===== src/design/srf_pkg.sv =====
package srf_pkg;

  // ==========================================================================
  // Register byte offsets (one aligned 32-bit word per register).
  localparam logic [7:0] ADDR_CTRL_ONE = 8'h00;
  localparam logic [7:0] ADDR_CTRL_TWO = 8'h04;
  localparam logic [7:0] ADDR_CTRL_THREE = 8'h08;
  localparam logic [7:0] ADDR_STATUS_ONE = 8'h0C;
  localparam logic [7:0] ADDR_STATUS_TWO = 8'h10;
  localparam logic [7:0] ADDR_DATA_BUFFER = 8'h18;

  // ==========================================================================
  // Control one fields.
  localparam int CTL1_ENABLE = 0;
  localparam int CTL1_CHAR_NINE = 1;
  localparam int CTL1_RX_ENABLE = 2;

  // Control two fields: interrupt enables occupy bits 7 down to 4.
  localparam int CTL2_EN_LSB = 4;
  localparam int IEN_TX_EMPTY = 3;
  localparam int IEN_TX_COMPLETE = 2;
  localparam int IEN_RX_FULL = 1;
  localparam int IEN_IDLE = 0;

  // Control three fields: error enables occupy bits 3 down to 0.
  localparam int CTL3_RX_NINTH = 7;
  localparam int CTL3_TX_NINTH = 6;

  // Status one fields; bits 5 down to 0 also index the receive flag vector.
  localparam int ST1_TX_EMPTY = 7;
  localparam int ST1_TX_COMPLETE = 6;
  localparam int RXF_FULL = 5;
  localparam int RXF_IDLE = 4;
  localparam int RXF_OVERRUN = 3;
  localparam int RXF_NOISE = 2;
  localparam int RXF_FRAMING = 1;
  localparam int RXF_PARITY = 0;

  // Status two fields.
  localparam int ST2_BREAK = 1;
  localparam int ST2_RX_ACTIVE = 0;

  // ==========================================================================
  // Reset values.
  localparam logic [3:0] RST_IRQ_EN = 4'h0;
  localparam logic [3:0] RST_ERR_EN = 4'h0;
  localparam logic [5:0] RST_RX_FLAGS = 6'h00;
  localparam logic RST_TX_EMPTY = 1'b1;
  localparam logic RST_TX_COMPLETE = 1'b1;

  typedef enum logic [1:0] {
    SRF_BUS_IDLE = 2'b00,
    SRF_BUS_ACCESS = 2'b01,
    SRF_BUS_RESP = 2'b10
  } srf_bus_state_t;

endpackage


===== src/design/srf_reg_if.sv =====
interface srf_reg_if;
  logic rdEn;
  logic wrEn;
  logic [7:0] addr;
  logic [7:0] wdata;
  logic [7:0] rdata;

  modport slave (
    output rdEn,
    output wrEn,
    output addr,
    output wdata,
    input rdata
  );

  modport core (
    input rdEn,
    input wrEn,
    input addr,
    input wdata,
    output rdata
  );
endinterface


===== src/design/srf_ahb_slave.sv =====
module srf_ahb_slave
  import srf_pkg::*;
(
  // Clock and reset.
  input wire logic clk_sys,
  input wire logic rst_b,
  // AHB-Lite slave side.
  input wire logic hsel,
  input wire logic [31:0] haddr,
  input wire logic [1:0] htrans,
  input wire logic hwrite,
  input wire logic hready,
  input wire logic [31:0] hwdata,
  output logic [31:0] hrdata,
  output logic hreadyout,
  output logic hresp,
  // Register strobes toward the core.
  srf_reg_if.slave regs
);

  typedef struct packed {
    srf_bus_state_t st;
    logic [7:0] addr;
    logic write;
    logic [31:0] rdata;
    logic ready;
    logic resp;
  } srf_slave_t;

  srf_slave_t q;
  srf_slave_t d;

  // ==========================================================================
  // Every transfer takes one wait state so that read data leave a flip-flop
  // and each read side effect fires exactly once.
  always_comb begin
    d = q;
    d.resp = 1'b0;
    if (q.st == SRF_BUS_ACCESS) begin
      d.rdata = {24'h00_0000, regs.rdata};
      d.ready = 1'b1;
      d.st = SRF_BUS_RESP;
    end else if (hsel && hready && htrans[1]) begin
      d.addr = haddr[7:0];
      d.write = hwrite;
      d.ready = 1'b0;
      d.st = SRF_BUS_ACCESS;
    end else begin
      d.st = SRF_BUS_IDLE;
    end
  end

  always_ff @(posedge clk_sys or negedge rst_b) begin
    if (!rst_b) begin
      q <= '{st: SRF_BUS_IDLE, addr: 8'h00, write: 1'b0, rdata: 32'h0000_0000,
             ready: 1'b1, resp: 1'b0};
    end else begin
      q <= d;
    end
  end

  assign regs.rdEn = (q.st == SRF_BUS_ACCESS) && !q.write;
  assign regs.wrEn = (q.st == SRF_BUS_ACCESS) && q.write;
  assign regs.addr = q.addr;
  assign regs.wdata = hwdata[7:0];
  assign hrdata = q.rdata;
  assign hreadyout = q.ready;
  assign hresp = q.resp;

endmodule


===== src/design/srf_status_top.sv =====
// Operation
// In 9-bit mode the received ninth bit is stored with the byte; read-only.
// In 8-bit mode the ninth bit copies received bit 7; reset keeps it.
// In 9-bit mode tx_ninth_bit goes to the shifter with the byte; reset keeps it.
// Error interrupt from overrun, noise, framing, parity flags gated by own enables.
// Handing a byte to the shifter sets tx_empty_flag; interrupt when enabled.
// Status read with tx_empty_flag set, then buffer write, clears it; reset sets.
// tx_complete_flag sets when empty and nothing shifts; interrupt when enabled.
// Queueing data, preamble or break clears tx_complete_flag; reset sets it.
// Byte moved to buffer sets rx_full_flag; status then data read clears it.
// Idle line sets idle_flag with optional interrupt; read sequence clears it.
// Idle may set only after a character sets rx_full after enable or clear.
// Character arriving while rx_full is set sets overrun and is discarded.
// Data read clears overrun only if it was set at the last status read.
// Noise sets noise_flag; status then data read clears it; reset clears it.
// Zero stop bit sets framing_fault_flag; read sequence clears it.
// Parity mismatch sets parity_fault_flag; read sequence clears it.
// Break sets break, framing and rx_full flags; clears ninth bit in 9-bit mode.
// Break never interrupts; status two then data read clears it; rearm on ones.
// Start zero in first sample slot sets rx_active; false start or idle clears.
// Data buffer at 0x18: read received byte, write transmit byte, reset keeps.
// Latency-bound software should reread status one after the data read.
// Receive flags hold until their clearing sequence; status reads alone never clear.
// Character-length bit selects 8-bit or 9-bit behaviour of ninth-bit fields.
// Disabling sets tx_empty and tx_complete and blocks transmitter interrupts.
module srf_status_top
  import srf_pkg::*;
(
  // Clock and reset.
  input wire logic clk_sys,
  input wire logic rst_b,
  // AHB-Lite register bus.
  input wire logic hsel,
  input wire logic [31:0] haddr,
  input wire logic [1:0] htrans,
  input wire logic hwrite,
  input wire logic [2:0] hsize,
  input wire logic hready,
  input wire logic [31:0] hwdata,
  output logic [31:0] hrdata,
  output logic hreadyout,
  output logic hresp,
  // Receiver engine events.
  input wire logic rxCharDone,
  input wire logic [8:0] rxChar,
  input wire logic rxNoise,
  input wire logic rxFramingFault,
  input wire logic rxParityFault,
  input wire logic rxBreak,
  input wire logic rxLineHigh,
  input wire logic rxIdleSeen,
  input wire logic rxStartSeen,
  input wire logic rxFalseStart,
  // Transmitter engine handshake.
  input wire logic txShiftReady,
  input wire logic txShifting,
  input wire logic txPreambleReq,
  input wire logic txBreakReq,
  output logic txLoad,
  output logic [8:0] txLoadChar,
  // Configuration toward the engines.
  output logic interfaceEnable,
  output logic charNineBit,
  output logic rxEnable,
  // Interrupt requests.
  output logic irqError,
  output logic irqReceiver,
  output logic irqTransmitter
);

  typedef struct packed {
    logic enable;
    logic char9;
    logic rxEn;
    logic [3:0] irqEn;
    logic txNinth;
    logic [3:0] errEn;
    logic [7:0] rxByte;
    logic rxNinth;
    logic [7:0] txByte;
    logic txPending;
    logic txEmpty;
    logic txComplete;
    logic [5:0] rxFlags;
    logic brk;
    logic rxActive;
    logic idleAllowed;
    logic breakRearm;
    logic [7:0] armS1;
    logic armBrk;
    logic txLoad;
    logic [8:0] txLoadChar;
    logic irqErr;
    logic irqRx;
    logic irqTx;
  } srf_core_t;

  srf_core_t q;
  srf_core_t d;
  srf_reg_if regs ();

  logic [7:0] statusOne;
  logic [7:0] statusTwo;

  // ==========================================================================
  // Bus front end.
  srf_ahb_slave u_slave (
    .clk_sys(clk_sys),
    .rst_b(rst_b),
    .hsel(hsel),
    .haddr(haddr),
    .htrans(htrans),
    .hwrite(hwrite),
    .hready(hready),
    .hwdata(hwdata),
    .hrdata(hrdata),
    .hreadyout(hreadyout),
    .hresp(hresp),
    .regs(regs.slave)
  );

  // ==========================================================================
  // Read multiplexer.
  assign statusOne = {q.txEmpty, q.txComplete, q.rxFlags};
  assign statusTwo = {6'h00, q.brk, q.rxActive};

  // Unmapped offsets read as zero so that a stray access never sees a stale value.
  always_comb begin
    case (regs.addr)
      ADDR_CTRL_ONE: begin
        regs.rdata = {5'h00, q.rxEn, q.char9, q.enable};
      end
      ADDR_CTRL_TWO: begin
        regs.rdata = {q.irqEn, 4'h0};
      end
      ADDR_CTRL_THREE: begin
        regs.rdata = {q.rxNinth, q.txNinth, 2'h0, q.errEn};
      end
      ADDR_STATUS_ONE: begin
        regs.rdata = statusOne;
      end
      ADDR_STATUS_TWO: begin
        regs.rdata = statusTwo;
      end
      ADDR_DATA_BUFFER: begin
        regs.rdata = q.rxByte;
      end
      default: begin
        regs.rdata = 8'h00;
      end
    endcase
  end

  // ==========================================================================
  // Flag and buffer logic. Clears are applied first and sets afterwards, so an
  // event landing in the clearing cycle survives, except an idle event in the cycle that clears idle_flag.
  always_comb begin
    logic dataRd;
    logic dataWr;
    logic statusOneRd;
    logic statusTwoRd;
    logic queued;
    dataRd = regs.rdEn && (regs.addr == ADDR_DATA_BUFFER);
    dataWr = regs.wrEn && (regs.addr == ADDR_DATA_BUFFER);
    statusOneRd = regs.rdEn && (regs.addr == ADDR_STATUS_ONE);
    statusTwoRd = regs.rdEn && (regs.addr == ADDR_STATUS_TWO);
    queued = 1'b0;
    d = q;
    d.txLoad = 1'b0;

    if (regs.wrEn) begin
      case (regs.addr)
        ADDR_CTRL_ONE: begin
          d.enable = regs.wdata[CTL1_ENABLE];
          d.char9 = regs.wdata[CTL1_CHAR_NINE];
          d.rxEn = regs.wdata[CTL1_RX_ENABLE];
          if (regs.wdata[CTL1_RX_ENABLE] && !q.rxEn) begin
            d.idleAllowed = 1'b0;
          end
        end
        ADDR_CTRL_TWO: d.irqEn = regs.wdata[CTL2_EN_LSB +: 4];
        ADDR_CTRL_THREE: begin
          d.txNinth = regs.wdata[CTL3_TX_NINTH];
          d.errEn = regs.wdata[3:0];
        end
        ADDR_DATA_BUFFER: begin
          d.txByte = regs.wdata;
          d.txPending = 1'b1;
          if (q.armS1[ST1_TX_EMPTY]) begin
            d.txEmpty = 1'b0;
          end
          d.armS1[ST1_TX_EMPTY] = 1'b0;
        end
        default: begin
        end
      endcase
    end

    // A status read only takes a snapshot; nothing is cleared by it alone.
    if (statusOneRd) begin
      d.armS1 = statusOne;
    end
    if (statusTwoRd) begin
      d.armBrk = q.brk;
    end
    if (dataRd) begin
      d.rxFlags = q.rxFlags & ~q.armS1[5:0];
      if (q.armS1[RXF_IDLE]) begin
        d.idleAllowed = 1'b0;
      end
      d.armS1[5:0] = 6'h00;
      if (q.armBrk) begin
        d.brk = 1'b0;
      end
      d.armBrk = 1'b0;
    end

    // Hand-over to the shifter; a write in the same cycle waits one cycle.
    // Loading the byte that is being written would race the write itself.
    if (q.enable && q.txPending && txShiftReady && !dataWr) begin
      d.txLoad = 1'b1;
      d.txLoadChar = {q.char9 & q.txNinth, q.txByte};
      d.txPending = 1'b0;
      d.txEmpty = 1'b1;
    end

    // Overrun is judged after this cycle's clear, so a clearing read never loses a byte.
    if (rxCharDone) begin
      if (d.rxFlags[RXF_FULL]) begin
        d.rxFlags[RXF_OVERRUN] = 1'b1;
      end else begin
        d.rxByte = rxChar[7:0];
        d.rxNinth = q.char9 ? rxChar[8] : rxChar[7];
        d.rxFlags[RXF_FULL] = 1'b1;
        d.idleAllowed = 1'b1;
      end
    end
    if (rxNoise) begin
      d.rxFlags[RXF_NOISE] = 1'b1;
    end
    if (rxFramingFault) begin
      d.rxFlags[RXF_FRAMING] = 1'b1;
    end
    if (rxParityFault) begin
      d.rxFlags[RXF_PARITY] = 1'b1;
    end

    // The flag may only come back after the line has returned to ones.
    if (rxLineHigh) begin
      d.breakRearm = 1'b1;
    end
    if (rxBreak && q.breakRearm) begin
      d.brk = 1'b1;
      d.breakRearm = 1'b0;
      d.rxFlags[RXF_FRAMING] = 1'b1;
      d.rxFlags[RXF_FULL] = 1'b1;
      if (q.char9) begin
        d.rxNinth = 1'b0;
      end
    end

    if (rxIdleSeen && d.idleAllowed) begin
      d.rxFlags[RXF_IDLE] = 1'b1;
    end

    if (rxFalseStart || rxIdleSeen || rxCharDone) begin
      d.rxActive = 1'b0;
    end
    if (rxStartSeen) begin
      d.rxActive = 1'b1;
    end

    // A byte in its load cycle or just handed over counts as queued, so the flag
    // drops at once and never flickers before the shifter reports busy.
    queued = d.txPending || d.txLoad || q.txLoad || txPreambleReq || txBreakReq;
    d.txComplete = d.txEmpty && !txShifting && !queued;

    if (!d.enable) begin
      d.txEmpty = 1'b1;
      d.txComplete = 1'b1;
      d.txPending = 1'b0;
    end

    // Requests follow the next-state flags so that they rise with them.
    d.irqErr = |(d.rxFlags[3:0] & d.errEn);
    d.irqRx = 1'b0;
    if (d.rxFlags[RXF_FULL] && d.irqEn[IEN_RX_FULL]) begin
      d.irqRx = 1'b1;
    end
    if (d.rxFlags[RXF_IDLE] && d.irqEn[IEN_IDLE]) begin
      d.irqRx = 1'b1;
    end
    d.irqTx = 1'b0;
    if (d.txEmpty && d.irqEn[IEN_TX_EMPTY]) begin
      d.irqTx = 1'b1;
    end
    if (d.txComplete && d.irqEn[IEN_TX_COMPLETE]) begin
      d.irqTx = 1'b1;
    end
    if (!d.enable) begin
      d.irqTx = 1'b0;
    end
  end

  // ==========================================================================
  // Buffers and ninth bits are deliberately left out of the reset branch so
  // that they keep their contents across a reset.
  always_ff @(posedge clk_sys or negedge rst_b) begin
    if (!rst_b) begin
      q.enable <= 1'b0;
      q.char9 <= 1'b0;
      q.rxEn <= 1'b0;
      q.irqEn <= RST_IRQ_EN;
      q.errEn <= RST_ERR_EN;
      q.txPending <= 1'b0;
      q.txEmpty <= RST_TX_EMPTY;
      q.txComplete <= RST_TX_COMPLETE;
      q.rxFlags <= RST_RX_FLAGS;
      q.brk <= 1'b0;
      q.rxActive <= 1'b0;
      q.idleAllowed <= 1'b0;
      q.breakRearm <= 1'b1;
      q.armS1 <= 8'h00;
      q.armBrk <= 1'b0;
      q.txLoad <= 1'b0;
      q.txLoadChar <= 9'h000;
      q.irqErr <= 1'b0;
      q.irqRx <= 1'b0;
      q.irqTx <= 1'b0;
    end else begin
      q <= d;
    end
  end

  assign txLoad = q.txLoad;
  assign txLoadChar = q.txLoadChar;
  assign interfaceEnable = q.enable;
  assign charNineBit = q.char9;
  assign rxEnable = q.rxEn;
  assign irqError = q.irqErr;
  assign irqReceiver = q.irqRx;
  assign irqTransmitter = q.irqTx;

endmodule

===== config.mk =====
export PLATFORM = sky130hd
export DESIGN_NAME = srf_status_top
export DESIGN_NICKNAME = d
export VERILOG_FILES = /design/src/design/srf_pkg.sv /design/src/design/srf_reg_if.sv /design/src/design/srf_ahb_slave.sv /design/src/design/srf_status_top.sv
export SDC_FILE = /design/constraint.sdc
export NUM_CORES = 1
export LEC_CHECK = 0
export BUFFER_PORTS_ARGS = -buffer_cell sky130_fd_sc_hd__buf_2
export CAP_MARGIN = 20
export CORE_UTILIZATION = 40
export DETAILED_ROUTE_END_ITERATION = 12
export PLACE_DENSITY = 0.71
export SLEW_MARGIN = 5
export SYNTH_ARGS = -nofsm -noshare
export SYNTH_HDL_FRONTEND = slang
export SYNTH_SLANG_ARGS = --single-unit

===== constraint.sdc =====
create_clock -name clk_sys -period 2.5 [get_ports clk_sys]
set_input_delay 0.375 -clock clk_sys [delete_from_list [all_inputs] [get_ports clk_sys]]
set_output_delay 0.375 -clock clk_sys [all_outputs]
set_load 0.03 [all_outputs]

* After elaboration in Yosys (flattened, before gate mapping)
Index checks and enable logic that the tools add are counted.
** Storage, ports and cells
- Register bits :: 84
- Input bits :: 96
** Operators by class
- Eq/ne operators :: 6
- Reduce and logical (&&, ||, !) cells :: 49
- Muxes and demuxes :: 53
- Bitwise gates (word level) :: 6
** Operator list (number)
- 8-bit one-hot mux with 6 select lines :: 1
- 1-bit 2-to-1 mux :: 39
- 1-bit logical AND :: 20
- 2-bit nonzero test :: 9
- 8-bit by 4-bit equality test with 1-bit output (second input constant) :: 2
- 8-bit by 5-bit equality test with 1-bit output (second input constant) :: 2
- 7-bit 2-to-1 mux :: 2
- 12-bit 2-to-1 mux :: 1
- 10-bit 2-to-1 mux :: 1
- 3-bit AND reduction :: 3
- 8-bit by 3-bit equality test with 1-bit output (second input constant) :: 1
- 8-bit zero test :: 1
- 2-bit 2-to-1 mux :: 4
- 8-bit 2-to-1 mux :: 1
- 2-bit AND reduction :: 4
- 6-bit AND :: 1
- 1-bit logical OR :: 6
- 3-bit 2-to-1 mux :: 2
- 6-bit NOT :: 1
- 1-bit zero test :: 5
- 5-bit 2-to-1 mux :: 1
- 4-bit AND :: 1
- 4-bit 2-to-1 mux :: 1
- 4-bit OR reduction :: 1
- 3 further kinds :: 4

* Depth between registers and ports, before layout
- Depth in word-level cells :: 17
- Gate-level depth with buffers :: 7

* Modules after synthesis
From an unflattened synthesis, not the netlist that was laid out.
** Second synthesis, totals
- Cell total of the unflattened synthesis :: 349
- Area total of the unflattened synthesis :: 4033.9 um2
** Modules (own cells, without submodules)
- srf_status_top :: times used 1, cells each 236, area an instance 2895.3 um2
- srf_ahb_slave :: times used 1, cells each 113, area an instance 1138.6 um2

* Least setup slack after synthesis
No wires, ideal clock.
- Path kind :: register to register
- Start :: register u_slave.q, in the netlist u_slave.regs.addr[1]
- End :: register q[44] in the netlist's numbering, enable pin
- Cell stages (with the launch flop) :: 6
- Data required time :: 2.168 ns
- Setup slack :: 0.278 ns
- Data arrival time :: 1.890 ns
- Clock period less this slack :: 2.222 ns
- Path buffers :: 2
- Path through :: dfrtp_1 > buf_6 > or4b_4 > buf_6 > o41ai_4 > and2_1
** On the way
- Longest elaborated chain between the ends :: 5
** Ends and longest elaborated chain
- start, declared :: RTL line srf_ahb_slave.sv:30 : srf_slave_t q;
- start signal, assigned :: RTL line srf_ahb_slave.sv:55 : q <= '{st: SRF_BUS_IDLE, addr: 8'h00, write: 1'b0, rdata: 32'h0000_0000,
- 8-bit by 5-bit equality test with 1-bit output :: RTL line srf_status_top.sv:163 : dataRd = regs.rdEn && (regs.addr == ADDR_DATA_BUFFER);
- 1-bit logical AND :: RTL line srf_status_top.sv:163
- 7-bit 2-to-1 mux :: RTL line srf_status_top.sv:206 : if (dataRd) begin
- 1-bit NOT (no line)
- 3-bit AND reduction (no line)
- end, declared :: RTL line srf_status_top.sv:98 : srf_core_t q;
No other way between the ends. The select of a mux whose other input is x is not followed.
A chain may end at the register's enable or synchronous reset.

* Final worst setup path
- Start :: register u_slave.q, in the netlist u_slave.regs.addr[5]
- End :: register q[46] in the netlist's numbering, enable pin
The elaborated chain is that of the path after synthesis.

==> impl_metrics.py <==
metrics = {
    "sta": {
        "tightest_slew_ns": 0.629,
        "final.setup.tns_ns": 0,
        "drv_slew": 0,
        "period_needed_ns": 2.18,
        "final.setup.worst_slack_ns": 0.316,
        "slew_headroom_pct": 58.0,
        "fin_crit_sh_pct": 87.3,
        "finalSetupViolations": 0,
        "fmax_mhz": 458,
        "rsz0062_at_grt": "false",
        "hold_violations": 0,
        "final.setup_skew_ns": 0.00845,
    },
    "placed_design": {
        "pre_cts_slack_ns": 0.314,
        "place_congestion": 0.871,
        "hpwl_um": 6790,
        "io_buffers": 68,
    },
    "clocking": {
        "clk-insertion-delay-late_ns": 0.36,
        "numCtsBuffers": 9,
        "cts.sinks": 83,
        "clk_pin_slew_ns": 0.08,
        "clockBufferDepth": 2,
        "post_cts_buffers": 0,
        "cts_tree": "done",
        "root_buffer": "clkbuf_8",
        "cts_resized": 0,
        "cts_hold_buf": 1,
        "htree_num_levels": 3,
    },
    "floorplan": {
        "die_w_um": 102,
        "coreArea_um2": 9680,
        "die_h_um": 102,
        "ioPinCount": 146,
        "rows": 36,
        "die_area_um2": 10300,
        "initial_core_util_pct": 41.0,
    },
    "critical_path": {
        "crit_arrival_ns": 2.27,
        "crit_type": "flop to flop",
        "crit_slowest_cell": "or4b_1",
        "slowest_delay_ns": 0.69,
        "cp_data_required_time_ns": 2.59,
        "cp_cell_sequence": "or4b_1 > o41ai_4 > and2_1 > buf_12",
        "critPathLaunchType": "flop",
        "worstPathMaxFanout": 7,
        "critPathCaptureType": "flop",
    },
    "routing": {
        "viasPerCell": 5.49,
        "drtIter0Drc": 203,
        "wl_um": 9100,
        "vias": 2963,
        "ant_nets": 0,
        "firstDrtPassIters": 5,
        "drt_drc_violations_left": 0,
        "post_drt_wl_per_cell_um": 16.9,
    },
    "global_routing": {
        "gr-usage-all-layers_pct": 19.1,
        "antenna_found_initial": 0,
        "grt_start_max_net_pins": 37,
        "grt_pass1_wl_um": 14600,
        "grt.overflow.total": 0,
        "grt_pass1_vias": 2815,
    },
    "final_layout": {
        "fill_cells": 886,
        "syn_to_final_growth_pct": 14.0,
        "n_antenna_cell": 0,
        "drive_gt1_share_pct": 34.4,
        "nNetsFinal": 498,
    },
    "yosys": {
        "syn_area_um2": 3970,
        "yosysMostFrequentCell": "dfrtp_1",
        "synth_common_cells": "61 x dfrtp_1, 42 x buf_4, 21 x mux2_2, 21 x nand3_1, 20 x nand4_1",
        "yosys.area.top_type": "dfrtp_1",
        "synth_edf_count": 18,
        "syn_area_per_cell_um2": 11.8,
        "ys.flop_type": "dfrtp_1",
        "netlist_top_cells_area": "dfrtp_1 38%, edfxtp_1 14%, buf_4 7.9%, mux2_2 6.0%, a22o_1 3.7%",
        "synth_top_area_share_pct": 38.4,
        "yosysSeqAreaShare_pct": 54.7,
        "yosys_warnings": 0,
        "yosysUniqueCellTypes": 52,
        "syn-instance-count": 337,
        "ys_ff_latch": 83,
        "ys_async_sr_fraction_pct": 78.3,
    },
    "power_and_ir_drop": {
        "irDropWorstVdd_v": 0.000216,
        "p_leak_nw": 2.04,
        "cellPowerDensity_nw_per_um2": 627,
    },
    "min_path": {
        "min_path_type": "input port to flop",
    },
    "run_status": {
        "outcome": "completed",
    },
    "job": {
        "drv_cap": 0,
    },
}
power breakdown:
| part | internal [mW] | leakage, nW | total, mW | switching, mW |
|---|---|---|---|---|
| logic | 0.175 | 1.02 | 0.489 | 0.314 |
| registers | 1.46 | 0.941 | 1.52 | 0.0594 |
| clock network | 0.356 | 0.0791 | 0.828 | 0.472 |
final cells by class:
cell class,count,area (µm²),area share (%)
clock buffer,11,131,2.90
clock inverter,5,30.0,0.664
inverter,14,52.6,1.16
multi-input combinational,205,1450,32.0
sequential,83,2170,48.0
tap,133,166,3.68
timing repair buffer,89,526,11.6
through the flow:
| step | std cells | hold slack [ns] | area (µm²) | utilization, % | power [mW] |
|---|---|---|---|---|---|
| after floorplan | 361 | 0.0794 | 4060 | - | 1.88 |
| after global placement | 523 | 0.205 | 4350 | 45.0 | 2.02 |
| after detailed placement | 523 | 0.202 | 4350 | 45.0 | 2.03 |
| after CTS | 540 | 0.173 | 4530 | 46.7 | 2.86 |
| after global routing | 540 | 0.169 | 4530 | 46.7 | 2.97 |
| final | 540 | 0.182 | 4530 | 46.7 | 2.84 |
kinds of logic (layout without fill, tap and decap cells):
group                  count (synthesis)  in the layout  synth area share (%)
muxes                                 25             25                  6.96
buffers and inverters                 73            119                  11.4
other                                  1             25                0.0944
DFF                                   83             83                  54.7
and+or+nand+nor                      102            102                  15.2
AOI/OAI and AO/OA                     53             53                  11.6
per-layer routing:
metal	GRT usage, %	wire length (µm)	up-vias
met1	24.4	3860	1456
met3	4.83	684	19
met2	30.4	4340	158
li1	-	-	1330
met5	0	0	-
met4	8.70	220	0
final timing paths:
| check | end | depth (start not counted) | startpoint | slack (ns) |
|---|---|---|---|---|
| worst max-delay path | q[46] | 4 | u_slave.regs.addr[5] | 0.32 |
| worst min-delay path | q[44] | 1 | rxChar[0] | 0.18 |
| worst max register to register | q[46] | 4 | u_slave.regs.addr[5] | 0.32 |
| worst min register to register | u_slave.hreadyout | 2 | u_slave.hreadyout | 0.47 |
| max in group asynchronous | q[22] | 3 | rst_b | 1.44 |
| min in group asynchronous | txLoadChar[0] | 2 | rst_b | 0.36 |
worst max-delay path: cells and delay by family, from the launching register on:
| family | cells | cell delay [ns] |
|---|---|---|
| DFF | 1 | 0.44 |
| buffers and inverters | 1 | 0.15 |
| and+or+nand+nor | 2 | 0.95 |
| AOI/OAI and AO/OA | 1 | 0.38 |
registers in the layout, indices dropped and copies added, names as in the netlist:
register and flops:
u_slave.hrdata 8, u_slave.regs.addr 8, q 47, txLoadChar 9, u_slave.q 3, rxEnable 1, irqTransmitter 1, u_slave.hreadyout 1
txLoad 1, charNineBit 1, interfaceEnable 1, irqError 1, irqReceiver 1
cell usage in the layout (no fill, tap or decap), types with 3 or more instances in the layout:
cell / synthesis / routed
buf_2: 5 / 68
dfrtp_1: 61 / 61
conb_1: 1 / 25
nand3_1: 21 / 21
mux2_2: 21 / 21
nand4_1: 20 / 20
buf_4: 42 / 18
edfxtp_1: 18 / 18
a22o_1: 17 / 17
nand2_1: 15 / 15
inv_1: 14 / 14
clkbuf_8: 0 / 9
nor2_1: 7 / 7
o31ai_1: 6 / 6
or2_2: 5 / 5
a41oi_1: 5 / 5
mux2i_1: 4 / 4
nor3_1: 4 / 4
o2bb2ai_1: 4 / 4
a221o_1: 4 / 4
and3_1: 4 / 4
dfstp_2: 4 / 4
nor4b_2: 2 / 3
nand2b_1: 3 / 3
and2_1: 3 / 3
clkinv_2: 0 / 3
Note: power is estimated with default switching activity, not from simulation.
